[src/verilog/pss_map.vh]
`ifndef PSS_MAP_VH
`define PSS_MAP_VH
`define PSS_ADDR_W 15
`define PSS_WORD_W 48
`define PSS_HALF_W 24
`define PSS_UPPER_LSB 24
`define PSS_ADDR_MSB 14
`define PSS_OP6_MSB 23
`define PSS_OP6_LSB 18
`define PSS_OP9_MSB 23
`define PSS_OP9_LSB 15
`define PSS_IDX_MSB 17
`define PSS_IDX_LSB 15
`define PSS_RESET_ADDR 15'h0000
`define PSS_ADDR_ONE 15'h0001
`endif

[src/verilog/pss_sequencer.v]
`timescale 1ns/1ps
`default_nettype none
`include "pss_map.vh"
module pss_sequencer (
  input wire clk_in,
  input wire rst_in,
  output reg mem_req_out,
  output reg [`PSS_ADDR_W-1:0] mem_addr_out,
  input wire mem_ack_in,
  input wire [`PSS_WORD_W-1:0] mem_data_in,
  input wire step_wide_in,
  input wire op_long_in,
  output wire issue_valid_out,
  input wire issue_ready_in,
  output reg issue_wide_out,
  output reg issue_lower_out,
  output reg [`PSS_WORD_W-1:0] issue_word_out,
  output wire [8:0] opcode_out,
  output wire [2:0] index_code_out,
  output reg [`PSS_ADDR_W-1:0] exec_addr_out,
  input wire done_in,
  input wire skip_lower_in,
  input wire jump_in,
  input wire [`PSS_ADDR_W-1:0] jump_addr_in,
  output wire [`PSS_ADDR_W-1:0] pc_out
);
  ////////////////////////////////////////////////////////////////
  localparam [1:0] ST_FETCH = 2'h0;
  localparam [1:0] ST_UPPER = 2'h1;
  localparam [1:0] ST_LOWER = 2'h2;
  localparam [1:0] ST_WAIT = 2'h3;
  reg [1:0] state_r;
  reg [1:0] state_nxt;
  reg [`PSS_ADDR_W-1:0] pc_r;
  reg [`PSS_ADDR_W-1:0] pc_nxt;
  reg [`PSS_WORD_W-1:0] program_step_holding_register_r;
  reg wide_r;
  reg issued_r;
  reg issued_nxt;
  reg lower_r;
  reg lower_nxt;
  wire [`PSS_HALF_W-1:0] upper_half;
  wire [`PSS_HALF_W-1:0] lower_half;
  wire [`PSS_HALF_W-1:0] sel_half;
  ////////////////////////////////////////////////////////////////
  assign upper_half = program_step_holding_register_r[`PSS_WORD_W-1:`PSS_UPPER_LSB];
  assign lower_half = program_step_holding_register_r[`PSS_HALF_W-1:0];
  assign sel_half = lower_r ? lower_half : upper_half;
  assign pc_out = pc_r;
  assign issue_valid_out = (state_r == ST_UPPER || state_r == ST_LOWER) && !issued_r;
  pss_decode u_dec (
    .instr_in(sel_half),
    .op_long_in(op_long_in),
    .opcode_out(opcode_out),
    .index_code_out(index_code_out),
    .exec_addr_out()
  );
  ////////////////////////////////////////////////////////////////
  always @* begin
    state_nxt = state_r;
    pc_nxt = pc_r;
    issued_nxt = issued_r;
    lower_nxt = lower_r;
    case (state_r)
      ST_FETCH: begin
        if (mem_ack_in) begin
          state_nxt = ST_UPPER;
          issued_nxt = 1'b0;
          lower_nxt = 1'b0;
        end
      end
      ST_UPPER: begin
        if (issue_valid_out && issue_ready_in) begin
          issued_nxt = 1'b1;
        end
        if (issued_r && done_in) begin
          issued_nxt = 1'b0;
          if (jump_in) begin
            pc_nxt = jump_addr_in;
            state_nxt = ST_FETCH;
          end else if (wide_r || skip_lower_in) begin
            pc_nxt = pc_r + `PSS_ADDR_ONE;
            state_nxt = ST_FETCH;
          end else begin
            lower_nxt = 1'b1;
            state_nxt = ST_LOWER;
          end
        end
      end
      ST_LOWER: begin
        if (issue_valid_out && issue_ready_in) begin
          issued_nxt = 1'b1;
        end
        if (issued_r && done_in) begin
          issued_nxt = 1'b0;
          lower_nxt = 1'b0;
          state_nxt = ST_FETCH;
          pc_nxt = jump_in ? jump_addr_in : pc_r + `PSS_ADDR_ONE;
        end
      end
      default: begin
        state_nxt = ST_FETCH;
      end
    endcase
  end
  ////////////////////////////////////////////////////////////////
  always @(posedge clk_in) begin
    if (rst_in) begin
      state_r <= ST_FETCH;
      pc_r <= `PSS_RESET_ADDR;
      issued_r <= 1'b0;
      lower_r <= 1'b0;
      wide_r <= 1'b0;
      program_step_holding_register_r <= {`PSS_WORD_W{1'b0}};
      mem_req_out <= 1'b0;
      mem_addr_out <= `PSS_RESET_ADDR;
      issue_wide_out <= 1'b0;
      issue_lower_out <= 1'b0;
      issue_word_out <= {`PSS_WORD_W{1'b0}};
      exec_addr_out <= {`PSS_ADDR_W{1'b0}};
    end else begin
      state_r <= state_nxt;
      pc_r <= pc_nxt;
      issued_r <= issued_nxt;
      lower_r <= lower_nxt;
      mem_req_out <= (state_nxt == ST_FETCH) && !(state_r == ST_FETCH && mem_ack_in);
      mem_addr_out <= pc_nxt;
      if (state_r == ST_FETCH && mem_ack_in) begin
        program_step_holding_register_r <= mem_data_in;
        wide_r <= step_wide_in;
      end
      issue_wide_out <= (state_r == ST_FETCH && mem_ack_in) ? step_wide_in : wide_r;
      issue_lower_out <= lower_nxt;
      if (state_r == ST_FETCH && mem_ack_in) begin
        issue_word_out <= mem_data_in;
        exec_addr_out <= mem_data_in[`PSS_UPPER_LSB+`PSS_ADDR_MSB:`PSS_UPPER_LSB];
      end else if (lower_nxt && !lower_r) begin
        issue_word_out <= program_step_holding_register_r;
        exec_addr_out <= program_step_holding_register_r[`PSS_ADDR_MSB:0];
      end
    end
  end
endmodule
`default_nettype wire

[src/verilog/pss_decode.v]
`timescale 1ns/1ps
`default_nettype none
`include "pss_map.vh"
module pss_decode (
  input wire [`PSS_HALF_W-1:0] instr_in,
  input wire op_long_in,
  output wire [8:0] opcode_out,
  output wire [2:0] index_code_out,
  output wire [`PSS_ADDR_W-1:0] exec_addr_out
);
  // 6-bit code zero-extended, or the 9-bit code
  assign opcode_out = op_long_in ? instr_in[`PSS_OP9_MSB:`PSS_OP9_LSB] :
    {3'h0, instr_in[`PSS_OP6_MSB:`PSS_OP6_LSB]};
  assign index_code_out = instr_in[`PSS_IDX_MSB:`PSS_IDX_LSB];
  assign exec_addr_out = instr_in[`PSS_ADDR_MSB:0];
endmodule
`default_nettype wire

[config.mk]
export PLATFORM = sky130hd
export DESIGN_NAME = pss_sequencer
export DESIGN_NICKNAME = d
export VERILOG_FILES = /design/src/verilog/pss_sequencer.v /design/src/verilog/pss_decode.v
export VERILOG_INCLUDE_DIRS = /design/src /design/src/verilog
export SDC_FILE = /design/constraint.sdc
export NUM_CORES = 1
export LEC_CHECK = 0
export ABC_AREA = 0
export ABC_CLOCK_PERIOD_IN_PS = 2500
export BUFFER_PORTS_ARGS = -buffer_cell sky130_fd_sc_hd__buf_4
export CAP_MARGIN = 20
export CORE_MARGIN = 4
export CORE_UTILIZATION = 51
export CTS_CLUSTER_DIAMETER = 100
export DETAILED_ROUTE_END_ITERATION = 6
export PLACE_DENSITY = 0.77
export SLEW_MARGIN = 15
export SYNTH_ARGS = -nofsm -noshare
export SYNTH_HDL_FRONTEND = slang
export SYNTH_SLANG_ARGS = --single-unit
[constraint.sdc]
create_clock -name clk_in -period 2.5 [get_ports clk_in]
set_input_delay 0.25 -clock clk_in [delete_from_list [all_inputs] [get_ports clk_in]]
set_output_delay 0.25 -clock clk_in [all_outputs]
set_load 0.05 [all_outputs]
# == After elaboration in Yosys (flattened, before gate mapping) ==
# Index checks and enable logic that the tools add are counted.
# totals
wordCells,64
reg_bits,132
out_inout_bits,109
input_bits,72
# classes
n_mux,28
add_sub_neg,1
n_eq_ne,7
reduce_logical,19
# ops
op,n
2-to-1 mux 15 bit,7
2-to-1 mux 48 bit,2
one-hot mux 15 bit (2 select lines),1
2-to-1 mux 24 bit,1
"adder 15 x 1 -> 15 bit, second input constant",1
2-to-1 mux 2 bit,5
2-to-1 mux 9 bit,1
2-to-1 mux 1 bit,8
logical AND 1 bit,6
one-hot mux 2 bit (3 select lines),1
nonzero test 2 bit,3
logical NOT 2 bit,2
"inequality test 2 x 1 -> 1 bit, second input constant",2
AND reduction 4 bit,1
logical NOT 1 bit,3
"inequality test 3 x 1 -> 1 bit, second input constant",1
"inequality test 3 x 2 -> 1 bit, second input constant",1
one-hot mux 1 bit (3 select lines),1
AND reduction 3 bit,1
"equality test 2 x 1 -> 1 bit, second input constant",1
"equality test 2 bit, second input constant",1
logical OR 1 bit,2
"inequality test 2 bit, second input constant",1
one-hot mux 1 bit (2 select lines),1
OR reduction 2 bit,1

# == Depth between registers and ports, before layout ==
# logic_depth
depth_word,8
ltp_mapped,8
mapped_depth_nobuf,6

# == Hierarchy ==
# From an unflattened synthesis, not the netlist that was laid out.
# unflattened
cells_unflattened,685
area_unflattened_um2,6049.6
# by_module_without_submodules
mod,cells_each,seq_area_each_um2,instances,area_per_inst_um2
pss_sequencer,657,2642.5,1,5790.6
pss_decode,28,0.0,1,259.0

# == Least setup slack after synthesis ==
# OpenSTA, ideal clock, no wires.
# synth_path
path_type,register to output
start,register lower_r
end,output opcode_out[0]
required_ns,2.250
t_arrival_ns,2.579
path_buffers,2
slack_ns,-0.329
path_stages_with_launch,5
path_cell_list,dfxtp_1 -> clkbuf_1 -> clkbuf_1 -> mux2i_1 -> o21ai_0
# synth_between
elab_chain_len,2
# synth_lines
item,line_no,rtl
"start, declared",pss_sequencer.v:40,reg lower_r;
"start signal, assigned",pss_sequencer.v:125,lower_r <= lower_nxt;
2-to-1 mux 24 bit,pss_sequencer.v:48,assign sel_half = lower_r ? lower_half : upper_half;
2-to-1 mux 9 bit,pss_decode.v:12,assign opcode_out = op_long_in ? instr_in[`PSS_OP9_MSB:`PSS_OP9_LSB] :
"end, declared",pss_sequencer.v:18,"output wire [8:0] opcode_out,"
# No other way between the ends.

# == Final worst setup path ==
# layout_path
start,register state_r[1]
end,register exec_addr_out[7]
# layout_between
elab_chain_len,4
elab_cells_between_ends,8
cone_classes,2 x eq/ne; 2 x mux; 4 x reduce/logical
# layout_lines
item,line_no,rtl
"start, declared",pss_sequencer.v:32,reg [1:0] state_r;
"start signal, assigned",pss_sequencer.v:122,state_r <= state_nxt;
equality test 2 bit (tied with other cells),pss_sequencer.v:64,case (state_r)
one-hot mux 1 bit (3 select lines),pss_sequencer.v:64,
logical AND 1 bit,pss_sequencer.v:137,end else if (lower_nxt && !lower_r) begin
nonzero test 2 bit (no line),-,
"end signal, assigned",pss_sequencer.v:120,exec_addr_out <= {`PSS_ADDR_W{1'b0}};
"end signal, assigned",pss_sequencer.v:136,exec_addr_out <= mem_data_in[`PSS_UPPER_LSB+`PSS_ADDR_MSB:`PSS_UPPER_LSB];
"end signal, assigned",pss_sequencer.v:139,exec_addr_out <= program_step_holding_register_r[`PSS_ADDR_MSB:0];
"end, declared",pss_sequencer.v:20,"output reg [`PSS_ADDR_W-1:0] exec_addr_out,"
# Several ways; a longest one is shown, not always the timed one.
# A chain may end at the register's enable or synchronous reset.

==> key figures <==
Outcome
  – Run status: completed

Floorplanning
  – Core Region: 10900 sq um
  – Initial Util: 52.5%
  – Chip Width: 114 microns
  – Num rows: 38
  – DIE AREA: 13000 sq um
  – Die height: 114 microns
  – Num ports: 181

Final layout
  – Most frequent cells in the layout: 188 x buf_4, 131 x dfxtp_1, 73 x a21oi_1
  – Synthesis-to-layout area growth: 35.6%
  – Post-Layout Cell Count: 949
  – Most common cell after layout, fill and taps aside: buf_4
  – Fillers: 839
  – Final cell area excluding filler cells: 7760 sq um
  – # diodes: 0
  – Final net count: 873
  – Final core occ: 71.2%
  – Share of cells above drive strength 1: 29.8%

CTS
  – H-tree depth: 4
  – CTS Buffer Depth: 2
  – Clk_lat worst skew: 0.52 ns
  – Clock root cell: clkbuf_8
  – Clock slew at reported path FFs: 0.06 ns
  – Clock Sinks: 132
  – CTS tree: yes
  – Inserted Clock Buffers: 17

STA
  – Fmax achieved: 435 MHz
  – Clock skew: 0.0101 ns
  – TNS Setup: 0 ns
  – Final Cycle Share: 92.0%
  – Hold Vio Cnt, Final: 0
  – Max_slew headroom: 62.8%
  – Least-Margin Pin Slew: 0.557 ns
  – Final Critical Period: 2.30 ns
  – Slack of the critical path: 0.201 ns
  – RSZ-0062 raised after global routing: false
  – Final setup fails: 0
  – Hold_ws: 0.0239 ns
  – Slew Limit Fails: 0

Logic synthesis
  – Synthesized area: 5720 sq um
  – Synth area leader: dfxtp_1
  – Share of the synthesized area in the top cell type: 46.2%
  – Yosys reg bits: 132
  – Yosys cell types: 43
  – Synth Area per Inst: 8.78 sq um
  – Area contributors post-synth: dfxtp_1 46%, a21o_1 6.4%, nor3b_1 6.4%, a21oi_1 6.4%, nand3_1 3.9%
  – Sequential fraction of the synthesis area: 46.2%
  – Post-Synthesis Cells: 651
  – Synth warn: 0
  – Syn nets: 728

Setup path
  – WP data arrival: 2.67 ns
  – CP cell instances: inv_1 > ha_1 > or4b_1 > o41ai_4 > buf_4 > buf_6 > a211oi_1
  – Worst Setup End Kind: flop
  – Critical Path RT: 2.87 ns
  – CP startpoint kind: flop
  – Worst-path cell with the longest stage delay: or4b_1
  – Critical path's largest stage delay: 0.52 ns
  – CP bufs+invs: 3
  – Cell family with most CP delay: buffers and inverters
  – CP Class: reg -> reg
  – Critical path fanouts, max: 44

Routing
  – Residual DRC count: 0
  – Avg WL per Cell: 17.1 microns
  – Routed vias: 5488
  – Post-route ant nets: 0
  – Via density: 5.78
  – DR iter-0 viols: 568
  – Total Routed Length: 16200 microns
  – Initial DRT Pass Iterations: 5

GRT
  – Met3 Use GR: 4.67%
  – Met1 Use GR: 29.9%
  – Largest net degree at the start of global routing: 134
  – Antenna violations before repair: 0
  – Vias in the first global route: 5110
  – Met2 GRT Util: 40.4%
  – GRT Util Overall: 23.8%
  – Grt total ovfl: 0
  – Global routing's busiest layer: met2
  – First-pass GRT wire length: 25000 microns

Power and ir drop
  – Power Dens Cells: 786 nW/um^2
  – Total power: 6.10 mW
  – Peak VDD IR: 0.512 mV
  – LEAKAGE: 3.61 nW

Placed design
  – Hpwl dp: 10600 microns
  – Placed cells: 908
  – Placed Instance Area: 7030 sq um
  – Post-Place Worst Slack: 0.170 ns
  – # port buffers: 180
  – Final GP Congestion: 0.859

Min path
  – Hold WC Path Type: in -> reg

Flow run
  – # Max-Cap Violations: 0
-- report_power, final --
group / internal (mW) / total (mW) / leakage, nW / switching [mW]
registers: 2.24 / 2.33 / 1.08 / 0.0918
logic: 0.396 / 1.15 / 2.23 / 0.753
clock network: 1.66 / 2.62 / 0.295 / 0.963
total: 4.29 / 6.10 / 3.61 / 1.81
-- logic make-up after synthesis --
family          count (synthesis)  share of synthesized area [%]
buf+inv                        79                           6.32
compound gates                184                           21.1
mux                            14                           3.17
flops                         132                           46.2
simple gates                  237                           22.1
fa+ha+maj                       5                           1.09
-- sequential cells by signal (all words and copies together), names as in the netlist --
register	cells
exec_addr_out	15
lower_r	1
wide_r	1
state_r	2
mem_req_out	1
issue_word_out	48
program_step_holding_register_r	48
issued_r	1
pc_out	15
-- worst reg2reg max path: stages, from the launching register on --
cell and delay [ns]:
dfxtp_1 0.34, inv_1 0.09, ha_1 0.20, or4b_1 0.52, o41ai_4 0.36, buf_4 0.20
buf_6 0.32, a211oi_1 0.14
-- area by class of cell --
type,instances,area [sq um],share of cell area (%)
Clock buffer,18,428,5.52
Multi-Input combinational cell,440,2720,35.1
Tap cell,140,175,2.26
Inverter,5,18.8,0.242
Clock inverter,14,199,2.56
Sequential cell,132,2640,34.1
Timing Repair Buffer,200,1570,20.2
-- repair_timing --
action                     4_1_cts  5_1_grt
resized for setup                0        3
buffers inserted                 0        1
hold endpoints to repair         7        0
setup endpoints to repair        0        2
hold buffers                     7        0
-- routing by layer --
| layer | wire length, microns | up-vias | part of all wire [%] |
|---|---|---|---|
| li1 | - | 2610 | - |
| met1 | 6920 | 2611 | 43 |
| met2 | 7870 | 232 | 48 |
| met3 | 1080 | 35 | 6.6 |
| met4 | 376 | 0 | 2.3 |
| met5 | 0 | - | 0 |
-- path summary, 6_finish.rpt --
kind                                                    startpoint                                               end  slack [ns]  cells past startpoint
setup / recovery                             state_r[1]$_SDFF_PP0_                     exec_addr_out[7]$_SDFFE_PP0P_        0.20                      7
hold / removal                                     mem_data_in[18]  program_step_holding_register_r[18]$_SDFFE_PP0P_        0.02                      3
setup reg to reg                             state_r[1]$_SDFF_PP0_                     exec_addr_out[7]$_SDFFE_PP0P_        0.20                      7
hold reg to reg   program_step_holding_register_r[39]$_SDFFE_PP0P_  program_step_holding_register_r[39]$_SDFFE_PP0P_        0.48                      2
-- Yosys cell counts --
cell type and count:
a2111o_1 1, a211oi_1 18, a21bo_2 1, a21boi_0 1, a21o_1 49, a21oi_1 73, a22o_1 1, a22oi_1 6
a2bb2oi_1 3, a31o_2 2, a31oi_1 6, a41o_1 1, and3_1 19, and4_1 1, buf_1 6, buf_2 7
buf_4 15, clkbuf_1 46, dfxtp_1 132, ha_1 5, inv_1 5, mux2_2 3, mux2i_1 8, mux4_2 3
nand2_1 52, nand3_1 44, nand3b_1 1, nand4_1 11, nor2_1 43, nor2b_1 8, nor3b_1 49, nor4_1 2
o21ai_0 12, o221a_2 1, o2bb2ai_1 2, o311ai_0 2, o31ai_1 3, o41ai_1 1, o41ai_4 1, or2_2 1
or3_1 2, or4_1 3, or4b_1 1
(Power assumes the default switching activity.)
